**src/shared/spz_regs.svh**
```systemverilog
// register indices, field positions, reset values and rate divisors
`ifndef SPZ_REGS_SVH
`define SPZ_REGS_SVH

// register indices; byte address is four times the index
`define SPZ_IDX_SER_CTRL 10'h098
`define SPZ_IDX_SER_BUF 10'h099
`define SPZ_IDX_PWR_CTRL 10'h087
`define SPZ_IDX_IRQ_STAT 10'h0a0
`define SPZ_IDX_IRQ_MASK 10'h0a1
`define SPZ_IDX_RATE 10'h0a2

// serial_control fields
`define SPZ_SC_MODE_HI 7
`define SPZ_SC_MODE_LO 6
`define SPZ_SC_MP_EN 5
`define SPZ_SC_RX_EN 4
`define SPZ_SC_TX9 3
`define SPZ_SC_RX9 2
`define SPZ_SC_TX_DONE 1
`define SPZ_SC_RX_DONE 0

// power_control_reg fields
`define SPZ_PC_BAUD_DBL 7
`define SPZ_PC_FE_SEL 6

// interrupt status / mask fields
`define SPZ_IRQ_TX 0
`define SPZ_IRQ_RX 1
`define SPZ_IRQ_FE 2

// reset values
`define SPZ_RST_SER_CTRL 8'h00
`define SPZ_RST_PWR_CTRL 8'h00
`define SPZ_RST_RATE 8'h00
`define SPZ_RST_IRQ 3'h0

// clocks per bit
`define SPZ_M0_SLOW_DIV 16'h000c
`define SPZ_M0_FAST_DIV 16'h0004
`define SPZ_M2_SLOW_DIV 16'h0040
`define SPZ_M2_FAST_DIV 16'h0020
`define SPZ_OVS_NORM 16'h0010
`define SPZ_OVS_DBL 16'h0008

// axi responses
`define SPZ_RESP_OKAY 2'h0
`define SPZ_RESP_SLVERR 2'h2

`endif

```
**src/shared/spz_pkg.sv**
```systemverilog
// types shared by the serial port zero block
package spz_pkg;

  typedef enum logic [0:0] {
    SPZ_TX_IDLE = 1'b0,
    SPZ_TX_RUN = 1'b1
  } spz_txst_t;

  typedef enum logic [1:0] {
    SPZ_RX_IDLE = 2'b00,
    SPZ_RX_START = 2'b01,
    SPZ_RX_DATA = 2'b10,
    SPZ_RX_SYNC = 2'b11
  } spz_rxst_t;

  typedef struct packed {
    logic aw_v;
    logic [11:0] aw_addr;
    logic w_v;
    logic [7:0] w_data;
    logic w_lane0;
    logic b_v;
    logic [1:0] b_resp;
    logic r_v;
    logic [31:0] r_data;
    logic [1:0] r_resp;
    logic sm0;
    logic sm1;
    logic mp_en;
    logic ren;
    logic tb8;
    logic rb8;
    logic ti;
    logic ri;
    logic fe;
    logic dbl;
    logic fe_sel;
    logic [7:0] rate;
    logic [7:0] rx_buf;
    spz_txst_t tx_st;
    logic [10:0] tx_sh;
    logic [15:0] tx_cnt;
    logic [3:0] tx_bits;
    spz_rxst_t rx_st;
    logic [8:0] rx_sh;
    logic [15:0] rx_cnt;
    logic [3:0] rx_bits;
    logic rxd_q;
    logic [2:0] irq_stat;
    logic [2:0] irq_mask;
    logic txd;
    logic rxo;
    logic rxoe;
    logic irq;
    logic req;
  } spz_state_t;

endpackage

```
**src/logic/spz_serial_port.sv**
```systemverilog
// serial port zero with axi4-lite register access
`timescale 1ns/1ps
`include "spz_regs.svh"

// Notes on behaviour
// - mode bits 00 shift mode, 01 ten-bit async, 10 eleven-bit fixed, 11 eleven-bit variable.
// - control bit 7 is the high mode bit or the framing error flag, per frame_error_select.
// - as framing error flag, bit 7 sets on a bad stop bit and holds until software clears it.
// - in eleven-bit modes with filtering on, a ninth bit of 0 raises no receive flag.
// - in ten-bit mode with filtering on, no receive flag without a valid stop bit.
// - in shift mode the filtering bit picks divide by 4 when set, by 12 when clear.
// - data is received only while the receive-enable bit is 1.
// - in eleven-bit modes tx_ninth_bit is sent as the ninth data bit.
// - rx_ninth_bit holds the ninth bit, or the stop bit in ten-bit mode with filtering off.
// - transmit flag sets after bit 8 in shift mode, else at stop bit start; software clears it.
// - receive flag sets after bit 8 in shift mode, else mid stop bit; software clears it.
// - baud_doubler doubles the bit rate in the ten-bit and eleven-bit modes.
// - the buffer address reads the receive buffer and writes the transmit buffer.
module spz_serial_port
  import spz_pkg::*;
(
  input wire logic clk_in,
  input wire logic rst_in,
  input wire logic s_axi_awvalid_in,
  output logic s_axi_awready_out,
  input wire logic [11:0] s_axi_awaddr_in,
  input wire logic s_axi_wvalid_in,
  output logic s_axi_wready_out,
  input wire logic [31:0] s_axi_wdata_in,
  input wire logic [3:0] s_axi_wstrb_in,
  output logic s_axi_bvalid_out,
  input wire logic s_axi_bready_in,
  output logic [1:0] s_axi_bresp_out,
  input wire logic s_axi_arvalid_in,
  output logic s_axi_arready_out,
  input wire logic [11:0] s_axi_araddr_in,
  output logic s_axi_rvalid_out,
  input wire logic s_axi_rready_in,
  output logic [31:0] s_axi_rdata_out,
  output logic [1:0] s_axi_rresp_out,
  output logic txd_out,
  input wire logic rxd_in,
  output logic rxd_out,
  output logic rxd_oe_out,
  output logic irq_out,
  output logic ser_req_out
);

  spz_state_t st_r;
  spz_state_t st_nxt;

  // clocks per bit for the selected mode
  function automatic logic [15:0] bit_len(input logic [1:0] mode,
                                          input logic mp,
                                          input logic dbl,
                                          input logic [7:0] rate);
    case (mode)
      2'b00: bit_len = mp ? `SPZ_M0_FAST_DIV : `SPZ_M0_SLOW_DIV;
      2'b10: bit_len = dbl ? `SPZ_M2_FAST_DIV : `SPZ_M2_SLOW_DIV;
      default: bit_len = ({8'h00, rate} + 16'h0001) *
                         (dbl ? `SPZ_OVS_DBL : `SPZ_OVS_NORM);
    endcase
  endfunction

  // word index of a byte address
  function automatic logic [9:0] reg_idx(input logic [11:0] addr);
    reg_idx = addr[11:2];
  endfunction

  // true for a mapped register
  function automatic logic reg_hit(input logic [11:0] addr);
    case (reg_idx(addr))
      `SPZ_IDX_SER_CTRL, `SPZ_IDX_SER_BUF, `SPZ_IDX_PWR_CTRL,
      `SPZ_IDX_IRQ_STAT, `SPZ_IDX_IRQ_MASK, `SPZ_IDX_RATE: reg_hit = 1'b1;
      default: reg_hit = 1'b0;
    endcase
  endfunction

  // next-state logic for the whole block
  always_comb begin
    logic [1:0] mode;
    logic [15:0] blen;
    logic [15:0] half;
    logic ti_set;
    logic ri_set;
    logic fe_set;
    logic [3:0] nbits;
    logic [8:0] nsh;
    logic ninth;
    logic [7:0] wd;
    logic [7:0] sc_rd;
    mode = 2'b00;
    blen = 16'h0000;
    half = 16'h0000;
    ti_set = 1'b0;
    ri_set = 1'b0;
    fe_set = 1'b0;
    nbits = 4'h0;
    nsh = 9'h000;
    ninth = 1'b0;
    wd = 8'h00;
    sc_rd = 8'h00;
    st_nxt = st_r;
    mode = {st_r.sm0, st_r.sm1};
    blen = bit_len(mode, st_r.mp_en, st_r.dbl, st_r.rate);
    half = blen >> 1;
    nbits = (mode == 2'b01) ? 4'd10 : 4'd11;
    st_nxt.rxd_q = rxd_in;

    // transmitter: one shift per bit period
    if (st_r.tx_st == SPZ_TX_RUN) begin
      if (st_r.tx_cnt >= blen - 16'h0001) begin
        st_nxt.tx_cnt = 16'h0000;
        st_nxt.tx_sh = {1'b1, st_r.tx_sh[10:1]};
        st_nxt.tx_bits = st_r.tx_bits + 4'd1;
        if (mode == 2'b00) begin
          if (st_r.tx_bits == 4'd7) begin
            ti_set = 1'b1;
            st_nxt.tx_st = SPZ_TX_IDLE;
          end
        end else begin
          if (st_r.tx_bits + 4'd1 == nbits - 4'd1) begin
            ti_set = 1'b1;
          end
          if (st_r.tx_bits + 4'd1 == nbits) begin
            st_nxt.tx_st = SPZ_TX_IDLE;
          end
        end
      end else begin
        st_nxt.tx_cnt = st_r.tx_cnt + 16'h0001;
      end
    end

    // receiver; dropping the enable abandons any frame under way
    case (st_r.rx_st)
      SPZ_RX_IDLE: begin
        st_nxt.rx_cnt = 16'h0000;
        st_nxt.rx_bits = 4'h0;
        if (st_r.ren) begin
          if (mode == 2'b00) begin
            // shift mode receive waits for a free flag and idle transmitter
            if (!st_r.ri && st_r.tx_st == SPZ_TX_IDLE) begin
              st_nxt.rx_st = SPZ_RX_SYNC;
            end
          end else if (st_r.rxd_q && !rxd_in) begin
            st_nxt.rx_st = SPZ_RX_START;
          end
        end
      end
      SPZ_RX_START: begin
        if (st_r.rx_cnt >= half - 16'h0001) begin
          st_nxt.rx_cnt = 16'h0000;
          // a glitch shorter than half a bit is not a start bit
          st_nxt.rx_st = rxd_in ? SPZ_RX_IDLE : SPZ_RX_DATA;
        end else begin
          st_nxt.rx_cnt = st_r.rx_cnt + 16'h0001;
        end
      end
      SPZ_RX_DATA: begin
        if (st_r.rx_cnt >= blen - 16'h0001) begin
          st_nxt.rx_cnt = 16'h0000;
          if (st_r.rx_bits == nbits - 4'd2) begin
            // mid stop bit: decide flag, ninth bit and framing error
            ninth = (mode == 2'b01) ? rxd_in : st_r.rx_sh[8];
            fe_set = !rxd_in;
            st_nxt.rx_st = SPZ_RX_IDLE;
            if (!st_r.ri &&
                (!st_r.mp_en || ninth)) begin
              st_nxt.rx_buf = (mode == 2'b01) ? st_r.rx_sh[8:1] :
                                                st_r.rx_sh[7:0];
              st_nxt.rb8 = ninth;
              ri_set = 1'b1;
            end
          end else begin
            st_nxt.rx_sh = {rxd_in, st_r.rx_sh[8:1]};
            st_nxt.rx_bits = st_r.rx_bits + 4'd1;
          end
        end else begin
          st_nxt.rx_cnt = st_r.rx_cnt + 16'h0001;
        end
      end
      SPZ_RX_SYNC: begin
        if (st_r.rx_cnt >= blen - 16'h0001) begin
          st_nxt.rx_cnt = 16'h0000;
          nsh = {rxd_in, st_r.rx_sh[8:1]};
          st_nxt.rx_sh = nsh;
          st_nxt.rx_bits = st_r.rx_bits + 4'd1;
          if (st_r.rx_bits == 4'd7) begin
            st_nxt.rx_buf = nsh[8:1];
            ri_set = 1'b1;
            st_nxt.rx_st = SPZ_RX_IDLE;
          end
        end else begin
          st_nxt.rx_cnt = st_r.rx_cnt + 16'h0001;
        end
      end
      default: st_nxt.rx_st = SPZ_RX_IDLE;
    endcase
    if (!st_r.ren) begin
      st_nxt.rx_st = SPZ_RX_IDLE;
    end

    // axi write channel capture
    if (s_axi_awvalid_in && !st_r.aw_v) begin
      st_nxt.aw_v = 1'b1;
      st_nxt.aw_addr = s_axi_awaddr_in;
    end
    if (s_axi_wvalid_in && !st_r.w_v) begin
      st_nxt.w_v = 1'b1;
      st_nxt.w_data = s_axi_wdata_in[7:0];
      st_nxt.w_lane0 = s_axi_wstrb_in[0];
    end
    if (st_r.b_v && s_axi_bready_in) begin
      st_nxt.b_v = 1'b0;
    end

    // register write once address and data are both held
    wd = st_r.w_data;
    if (st_r.aw_v && st_r.w_v && !st_r.b_v) begin
      st_nxt.aw_v = 1'b0;
      st_nxt.w_v = 1'b0;
      st_nxt.b_v = 1'b1;
      st_nxt.b_resp = reg_hit(st_r.aw_addr) ? `SPZ_RESP_OKAY :
                                              `SPZ_RESP_SLVERR;
      if (st_r.w_lane0) begin
        case (reg_idx(st_r.aw_addr))
          `SPZ_IDX_SER_CTRL: begin
            if (st_r.fe_sel) begin
              st_nxt.fe = wd[`SPZ_SC_MODE_HI] & st_r.fe;
            end else begin
              st_nxt.sm0 = wd[`SPZ_SC_MODE_HI];
            end
            st_nxt.sm1 = wd[`SPZ_SC_MODE_LO];
            st_nxt.mp_en = wd[`SPZ_SC_MP_EN];
            st_nxt.ren = wd[`SPZ_SC_RX_EN];
            st_nxt.tb8 = wd[`SPZ_SC_TX9];
            st_nxt.rb8 = wd[`SPZ_SC_RX9];
            st_nxt.ti = wd[`SPZ_SC_TX_DONE];
            st_nxt.ri = wd[`SPZ_SC_RX_DONE];
          end
          `SPZ_IDX_SER_BUF: begin
            // a new write restarts the transmitter even mid frame
            st_nxt.tx_st = SPZ_TX_RUN;
            st_nxt.tx_cnt = 16'h0000;
            st_nxt.tx_bits = 4'h0;
            if (mode == 2'b00) begin
              st_nxt.tx_sh = {3'b111, wd};
            end else begin
              st_nxt.tx_sh = {1'b1, (mode == 2'b01) ? 1'b1 : st_r.tb8,
                              wd, 1'b0};
            end
          end
          `SPZ_IDX_PWR_CTRL: begin
            st_nxt.dbl = wd[`SPZ_PC_BAUD_DBL];
            st_nxt.fe_sel = wd[`SPZ_PC_FE_SEL];
          end
          `SPZ_IDX_IRQ_STAT: st_nxt.irq_stat = st_r.irq_stat & ~wd[2:0];
          `SPZ_IDX_IRQ_MASK: st_nxt.irq_mask = wd[2:0];
          `SPZ_IDX_RATE: st_nxt.rate = wd;
          default: st_nxt.b_resp = `SPZ_RESP_SLVERR;
        endcase
      end
    end

    // hardware sets win over a software clear in the same cycle
    if (ti_set) begin
      st_nxt.ti = 1'b1;
      st_nxt.irq_stat[`SPZ_IRQ_TX] = 1'b1;
    end
    if (ri_set) begin
      st_nxt.ri = 1'b1;
      st_nxt.irq_stat[`SPZ_IRQ_RX] = 1'b1;
    end
    if (fe_set) begin
      st_nxt.fe = 1'b1;
      st_nxt.irq_stat[`SPZ_IRQ_FE] = 1'b1;
    end

    // axi read, answered one cycle after the address is taken
    sc_rd = {st_r.fe_sel ? st_r.fe : st_r.sm0, st_r.sm1, st_r.mp_en,
             st_r.ren, st_r.tb8, st_r.rb8, st_r.ti, st_r.ri};
    if (st_r.r_v && s_axi_rready_in) begin
      st_nxt.r_v = 1'b0;
    end
    if (s_axi_arvalid_in && !st_r.r_v) begin
      st_nxt.r_v = 1'b1;
      st_nxt.r_resp = reg_hit(s_axi_araddr_in) ? `SPZ_RESP_OKAY :
                                                 `SPZ_RESP_SLVERR;
      case (reg_idx(s_axi_araddr_in))
        `SPZ_IDX_SER_CTRL: st_nxt.r_data = {24'h000000, sc_rd};
        `SPZ_IDX_SER_BUF: st_nxt.r_data = {24'h000000, st_r.rx_buf};
        `SPZ_IDX_PWR_CTRL: st_nxt.r_data = {24'h000000, st_r.dbl,
                                            st_r.fe_sel, 6'h00};
        `SPZ_IDX_IRQ_STAT: st_nxt.r_data = {29'h00000000, st_r.irq_stat};
        `SPZ_IDX_IRQ_MASK: st_nxt.r_data = {29'h00000000, st_r.irq_mask};
        `SPZ_IDX_RATE: st_nxt.r_data = {24'h000000, st_r.rate};
        default: st_nxt.r_data = 32'h00000000;
      endcase
    end

    // pins: shift mode drives a clock on txd and data on the rxd pin
    st_nxt.txd = 1'b1;
    st_nxt.rxo = 1'b1;
    st_nxt.rxoe = 1'b0;
    if (st_nxt.tx_st == SPZ_TX_RUN) begin
      if (mode == 2'b00) begin
        st_nxt.txd = (st_nxt.tx_cnt >= (blen >> 1));
        st_nxt.rxo = st_nxt.tx_sh[0];
        st_nxt.rxoe = 1'b1;
      end else begin
        st_nxt.txd = st_nxt.tx_sh[0];
      end
    end else if (st_nxt.rx_st == SPZ_RX_SYNC) begin
      st_nxt.txd = (st_nxt.rx_cnt >= (blen >> 1));
    end
    st_nxt.irq = |(st_nxt.irq_stat & st_nxt.irq_mask);
    st_nxt.req = st_nxt.ti | st_nxt.ri;
  end

  // state register; line idles high
  always_ff @(posedge clk_in) begin
    if (rst_in) begin
      st_r <= '0;
      st_r.txd <= 1'b1;
      st_r.rxo <= 1'b1;
      st_r.rxd_q <= 1'b1;
    end else begin
      st_r <= st_nxt;
    end
  end

  // outputs
  assign s_axi_awready_out = !st_r.aw_v;
  assign s_axi_wready_out = !st_r.w_v;
  assign s_axi_bvalid_out = st_r.b_v;
  assign s_axi_bresp_out = st_r.b_resp;
  assign s_axi_arready_out = !st_r.r_v;
  assign s_axi_rvalid_out = st_r.r_v;
  assign s_axi_rdata_out = st_r.r_data;
  assign s_axi_rresp_out = st_r.r_resp;
  assign txd_out = st_r.txd;
  assign rxd_out = st_r.rxo;
  assign rxd_oe_out = st_r.rxoe;
  assign irq_out = st_r.irq;
  assign ser_req_out = st_r.req;

endmodule // spz_serial_port

```
**config.mk**
```make
export PLATFORM = sky130hd
export DESIGN_NAME = spz_serial_port
export DESIGN_NICKNAME = d
export VERILOG_FILES = /design/src/shared/spz_pkg.sv /design/src/logic/spz_serial_port.sv
export VERILOG_INCLUDE_DIRS = /design/src /design/src/shared
export SDC_FILE = /design/constraint.sdc
export NUM_CORES = 1
export LEC_CHECK = 0
export BUFFER_PORTS_ARGS = -buffer_cell sky130_fd_sc_hd__clkbuf_2
export CAP_MARGIN = 10
export CORE_UTILIZATION = 38
export CTS_CLUSTER_DIAMETER = 30
export DETAILED_ROUTE_END_ITERATION = 12
export GPL_TIMING_DRIVEN = 0
export SLEW_MARGIN = 10
export SYNTH_ARGS = -nofsm -noshare
export SYNTH_HDL_FRONTEND = slang
export SYNTH_SLANG_ARGS = --single-unit
```
**constraint.sdc**
```tcl
create_clock -name clk_in -period 18.1 [get_ports clk_in]
set_clock_uncertainty 0.1 [all_clocks]
set_input_delay 3.62 -clock clk_in [delete_from_list [all_inputs] [get_ports clk_in]]
set_output_delay 3.62 -clock clk_in [all_outputs]
set_load 0.1 [all_outputs]
```
Word level (Yosys, flattened, before mapping)

Index checks and enable logic that the tools add are counted.

Bits in registers: 163
Output and inout bits: 46

$add $sub $neg: 9
Multiply operators: 1
$lt $le $gt $ge: 5
Equal/unequal tests: 29
Muxes and demuxes: 97
Bitwise gates (word level): 9
Reduce and logical (&&, ||, !) cells: 43

Operators by type and width:

| kind                                                                 | count |
|---|---|
| 32-bit 2-to-1 mux                                                    | 4 |
| 10-bit by 8-bit == test with 1-bit output, second input constant     | 12 |
| 8-bit 2-to-1 mux                                                     | 7 |
| 16-bit greater-or-equal comparator                                   | 3 |
| 16-bit 2-to-1 mux                                                    | 3 |
| 16-bit case mux with 3 select lines                                  | 1 |
| 8-bit case mux with 6 select lines                                   | 1 |
| 1-bit 2-to-1 mux                                                     | 41 |
| 35-bit 2-to-1 mux                                                    | 1 |
| 16-bit by 1-bit adder with 16-bit output, second input constant      | 2 |
| 16-bit by 13-bit greater-or-equal comparator with 1-bit output       | 2 |
| 14-bit 2-to-1 mux                                                    | 2 |
| 14-bit case mux with 2 select lines                                  | 1 |
| 2-bit 2-to-1 mux                                                     | 13 |
| 4-bit 2-to-1 mux                                                     | 6 |
| 11-bit 2-to-1 mux                                                    | 2 |
| 9-bit case mux with 2 select lines                                   | 1 |
| 8-bit case mux with 2 select lines                                   | 1 |
| 4-bit AND reduction                                                  | 4 |
| 14-bit by 1-bit subtractor with 15-bit output, second input constant | 1 |
| 9-bit by 5-bit multiplier with 14-bit output                         | 1 |
| 2-bit nonzero test                                                   | 7 |
| 13-bit by 1-bit subtractor with 14-bit output, second input constant | 1 |
| 4-bit == test                                                        | 3 |
| 33 further kinds                                                     | 73 |

Logic depth before layout (Yosys ltp)

Depth in word-level cells: 13
Mapped depth: 38

Least setup slack after synthesis

Ideal clock, no wire load.

Path type: reg-to-reg
From: register st_r[100] (netlist bit)
To: register st_r (netlist bit txd_out)
Arrival: 6.082 ns
Required time: 17.866 ns
Slack: 11.784 ns
Cell stages (with the launch flop): 34
Path buffers: 5
Clock period less this slack: 6.316 ns
Cell sequence: dfxtp_1 > clkbuf_1 > clkbuf_1 > buf_1 > nand2_1 > o32a_1 > ha_1 > and3_1 > and3_1 > and3_1 > and2_1 > xor2_1 > ha_1 > nand2_1 > nor2_1 > o21ai_0 > a21oi_1 > a2111o_1 > maj3_2 > a221o_1 > buf_2 > buf_1 > nor2_1 > ha_1 > nor2b_1 > o21a_1 > o21a_1 > o21a_1 > o21a_1 > o21ai_0 > a211o_1 > nand4b_1 > o32ai_1 > a22oi_1

RTL lines:

| item                   | line                   | source |
|---|---|---|
| start, declared        | spz_serial_port.sv:49  | `spz_state_t st_r;` |
| start signal, assigned | spz_serial_port.sv:328 | `st_r <= st_nxt;` |

==> impl_metrics.toml <==
[yosys]
synth_cell_type_count = 69
synth_compound_area_share_pct = 15.2
synthesis.area_per_instance_um2 = 8.24
synth_seq_area_share_pct = 30.7
synth_enable_flop_cells = 0
yosys.area_share.simple_pct = 22.4
ys.flop_type = "sky130_fd_sc_hd__dfxtp_1"
yosys_register_bits = 135
yosys_warnings = 0
largest_family_of_logic_cells_by_synthesized_area = "simple AND/OR/NAND/NOR gates"
yosys.area_share.adder_pct = 11.2
synth-async-reset-ratio_pct = 0
synth.cell_area_mm2 = 0.00879
synth-xor-area-share_pct = 4.68
synth_mux_area_share_pct = 8.88
netlist_instances = 1067

[floorplanning]
placeableCoreArea_mm2 = 0.0226
placement_rows = 55
die_extent_in_y_um = 154
floorplan.io_pins = 114
initial_utilization_pct = 38.8
die_area_mm2 = 0.0238
fp.dieW_um = 154

[power_and_ir_drop]
leakagePower_nw = 4.17
ir_worst_vdd_mv = 0.0608
p_per_area_mw_per_mm2 = 72.9

[routing]
drt-initial-drc-count = 396
drt-met1-wl_um = 10800
ant_nets = 0
detail_route.wirelength_um = 22700
drc = 0
routed-via-count = 7746
vias_per_cell = 5.28
detail_route.first_pass.iterations = 5
wl_per_cell_um = 15.5
met2WireLength_um = 10500
wl_met3_um = 999
dr.max_layer_used = "met4"

[global_routing]
gr-total-overflow = 0
vias_in_the_first_global_route = 7155
grt_pass1_wl_um = 37000
track_usage_pct = 19.7
grt_start_max_net_pins = 17
antenna_found_initial = 0

[clock_tree]
numCtsBuffers = 17
clk_latency_ps = 430
cts_resized = 0
post_cts.repair.setup_buffers = 0
cts-htree-levels = 4
worst_setup_hold_path_clk_slew_ps = 70
tritoncts = "built"
root_buffer = "sky130_fd_sc_hd__clkbuf_16"
clock-sinks = 135
postCtsHoldBufs = 0
clk_path_buf_depth = 2

[min_path]
hp-class = "flip-flop to flip-flop"

[placement]
place.port_buffers = 54
hpwlAfterDp_um = 17400
final_weighted_congestion_of_routability_driven_global_placement = 0.848
post-place-cells = 1436

[timing]
final_setup_vio_count = 0
timing.final.hold_violations = 0
setup_repair_after_global_routing_missed_its_margin = "false"
achievable-frequency_mhz = 130
slew_headroom_pct = 26.4
final.period_utilization_pct = 42.3
worst_slew_pin_slew_ps = 1100
timing.final.max_slew_violations = 0
fin_crit_ps = 7670
final.setup.tns_ps = 0

[critical_path]
cp_data_required_time_ps = 18280
timing.setup.critical_path_class = "flip-flop to flip-flop"
cp-start-kind = "flip-flop"
rrSetupSlack_ps = 10440
slowest_stage = "sky130_fd_sc_hd__buf_1"
worst_setup_path_end_kind = "flip-flop"
critical-path-max-stage-delay_ps = 460
critical_path_peak_fanout = 10
timing.critical_path.mode_cell = "sky130_fd_sc_hd__o21a_1"
worstPathArrival_ps = 7840

[final_layout]
instances_no_fill = 1468
post_route_cells_drive_above_1_share_pct = 13.9
areaGrowthSynthToFinish_pct = 15.3
nNetsFinal = 1314
insertedDiodeCount = 0

[run_status]
status = "completed"

[flow_run]
max_cap_viol_count = 0
worst paths after layout:
kind,end,cells past startpoint,startpoint
worst min register to register,st_r[159],2,st_r[159]
worst min-delay path,st_r[159],2,st_r[159]
worst max-delay path,txd_out,32,st_r[100]
worst max register to register,txd_out,32,st_r[100]
power by group:
group	internal [W]	total, W	switching [W]
clock	0.000198	0.000357	0.000159
combinational	0.0000164	0.0000756	0.0000592
sequential	0.000302	0.000306	0.00000463
total	0.000516	0.000739	0.000223
final cells by class:
class	instances	area (um^2)
Fill cell	2276	12500
Multi-Input combinational cell	848	5600
Sequential cell	135	2700
Buffer	89	505
Clock buffer	17	425
Tap cell	285	357
Timing Repair Buffer	54	270
Clock inverter	15	179
Inverter	25	93.8
synthesized netlist by cell type, drive strengths merged (3+ instances only):
cell type	number	area, um^2
nor2	141	604
dfxtp	135	2700
nand2	110	413
ha	75	938
mux2i	72	721
a21oi	57	289
buf	56	382
nor3	42	210
o21ai	39	195
clkbuf	33	124
nand3	31	160
a211oi	29	218
xor2	26	228
inv	25	93.8
xnor2	21	184
nor2b	16	100
nand4	15	93.8
and3	13	81.3
o21a	13	97.6
and2	12	75.1
a21o	10	75.1
or2	7	43.8
mux2	5	60.1
o22ai	5	31.3
a221oi	4	41.3
a22oi	4	30.0
a31oi	4	25.0
a32oi	4	35.0
nand3b	4	30.0
o211ai	4	30.0
a211o	3	26.3
a221o	3	30.0
and4	3	26.3
nand2b	3	18.8
nor3b	3	22.5
nor4b	3	26.3
o31ai	3	22.5
or3	3	18.8
layer usage:
layer  global-route usage (%)  vias to the layer above
li1                         -                     3937
met1                     26.0                     3623
met2                     32.2                      151
met3                     3.35                       35
met4                     6.71                        0
met5                        0                        -
through the flow:
| stage | setup slack (ps) | power, W | utilization, % | cell area (um^2) | hold WS (ps) |
|---|---|---|---|---|---|
| floorplan | 11780 | 0.000375 | - | 8910 | 332 |
| global placement | 10500 | 0.000388 | 42.1 | 9530 | 341 |
| detailed placement | 10500 | 0.000389 | 42.1 | 9530 | 346 |
| CTS | 10450 | 0.000744 | 44.8 | 10100 | 358 |
| global route | 9970 | 0.000761 | 44.8 | 10100 | 389 |
| finish | 10440 | 0.000739 | 44.8 | 10100 | 356 |
worst max-delay path, delay by kind of cell, from the launching register on:
family          cells  cell delay, ps
compound gates     13            2720
flops               1             300
simple gates        9            1360
buf+inv             5            1580
fa+ha+maj           4            1140
xor+xnor            1             320
cells by family (layout without fill, tap and decap cells):
group	count (synthesis)	count (layout)
and+or+nand+nor	411	411
AOI/OAI and AO/OA	203	203
DFF	135	135
buffers and inverters	114	200
adders and majority gates	78	78
muxes	77	77
xor gates and xnor gates	47	47
other	2	32
placed cells by master, fill, tap and decap left out, types with 15 or more instances in the layout:
cell type / n
sky130_fd_sc_hd__a211oi_1: 29
sky130_fd_sc_hd__a21oi_1: 56
sky130_fd_sc_hd__buf_4: 38
sky130_fd_sc_hd__clkbuf_1: 33
sky130_fd_sc_hd__clkbuf_16: 17
sky130_fd_sc_hd__clkbuf_2: 54
sky130_fd_sc_hd__conb_1: 32
sky130_fd_sc_hd__dfxtp_1: 135
sky130_fd_sc_hd__ha_1: 75
sky130_fd_sc_hd__inv_1: 25
sky130_fd_sc_hd__mux2i_1: 72
sky130_fd_sc_hd__nand2_1: 110
sky130_fd_sc_hd__nand3_1: 30
sky130_fd_sc_hd__nand4_1: 15
sky130_fd_sc_hd__nor2_1: 131
sky130_fd_sc_hd__nor2b_1: 16
sky130_fd_sc_hd__nor3_1: 42
sky130_fd_sc_hd__o21ai_0: 39
sky130_fd_sc_hd__xnor2_1: 21
sky130_fd_sc_hd__xor2_1: 26
state kept, by name, indices dropped and copies added (netlist names):
name              count
txd_out               1
ser_req_out           1
s_axi_rresp_out       1
s_axi_rdata_out       8
rxd_out               1
st_r                118
rxd_oe_out            1
irq_out               1
s_axi_bresp_out       1
s_axi_bvalid_out      1
s_axi_rvalid_out      1
No activity file was read; power rests on OpenSTA's default activity.
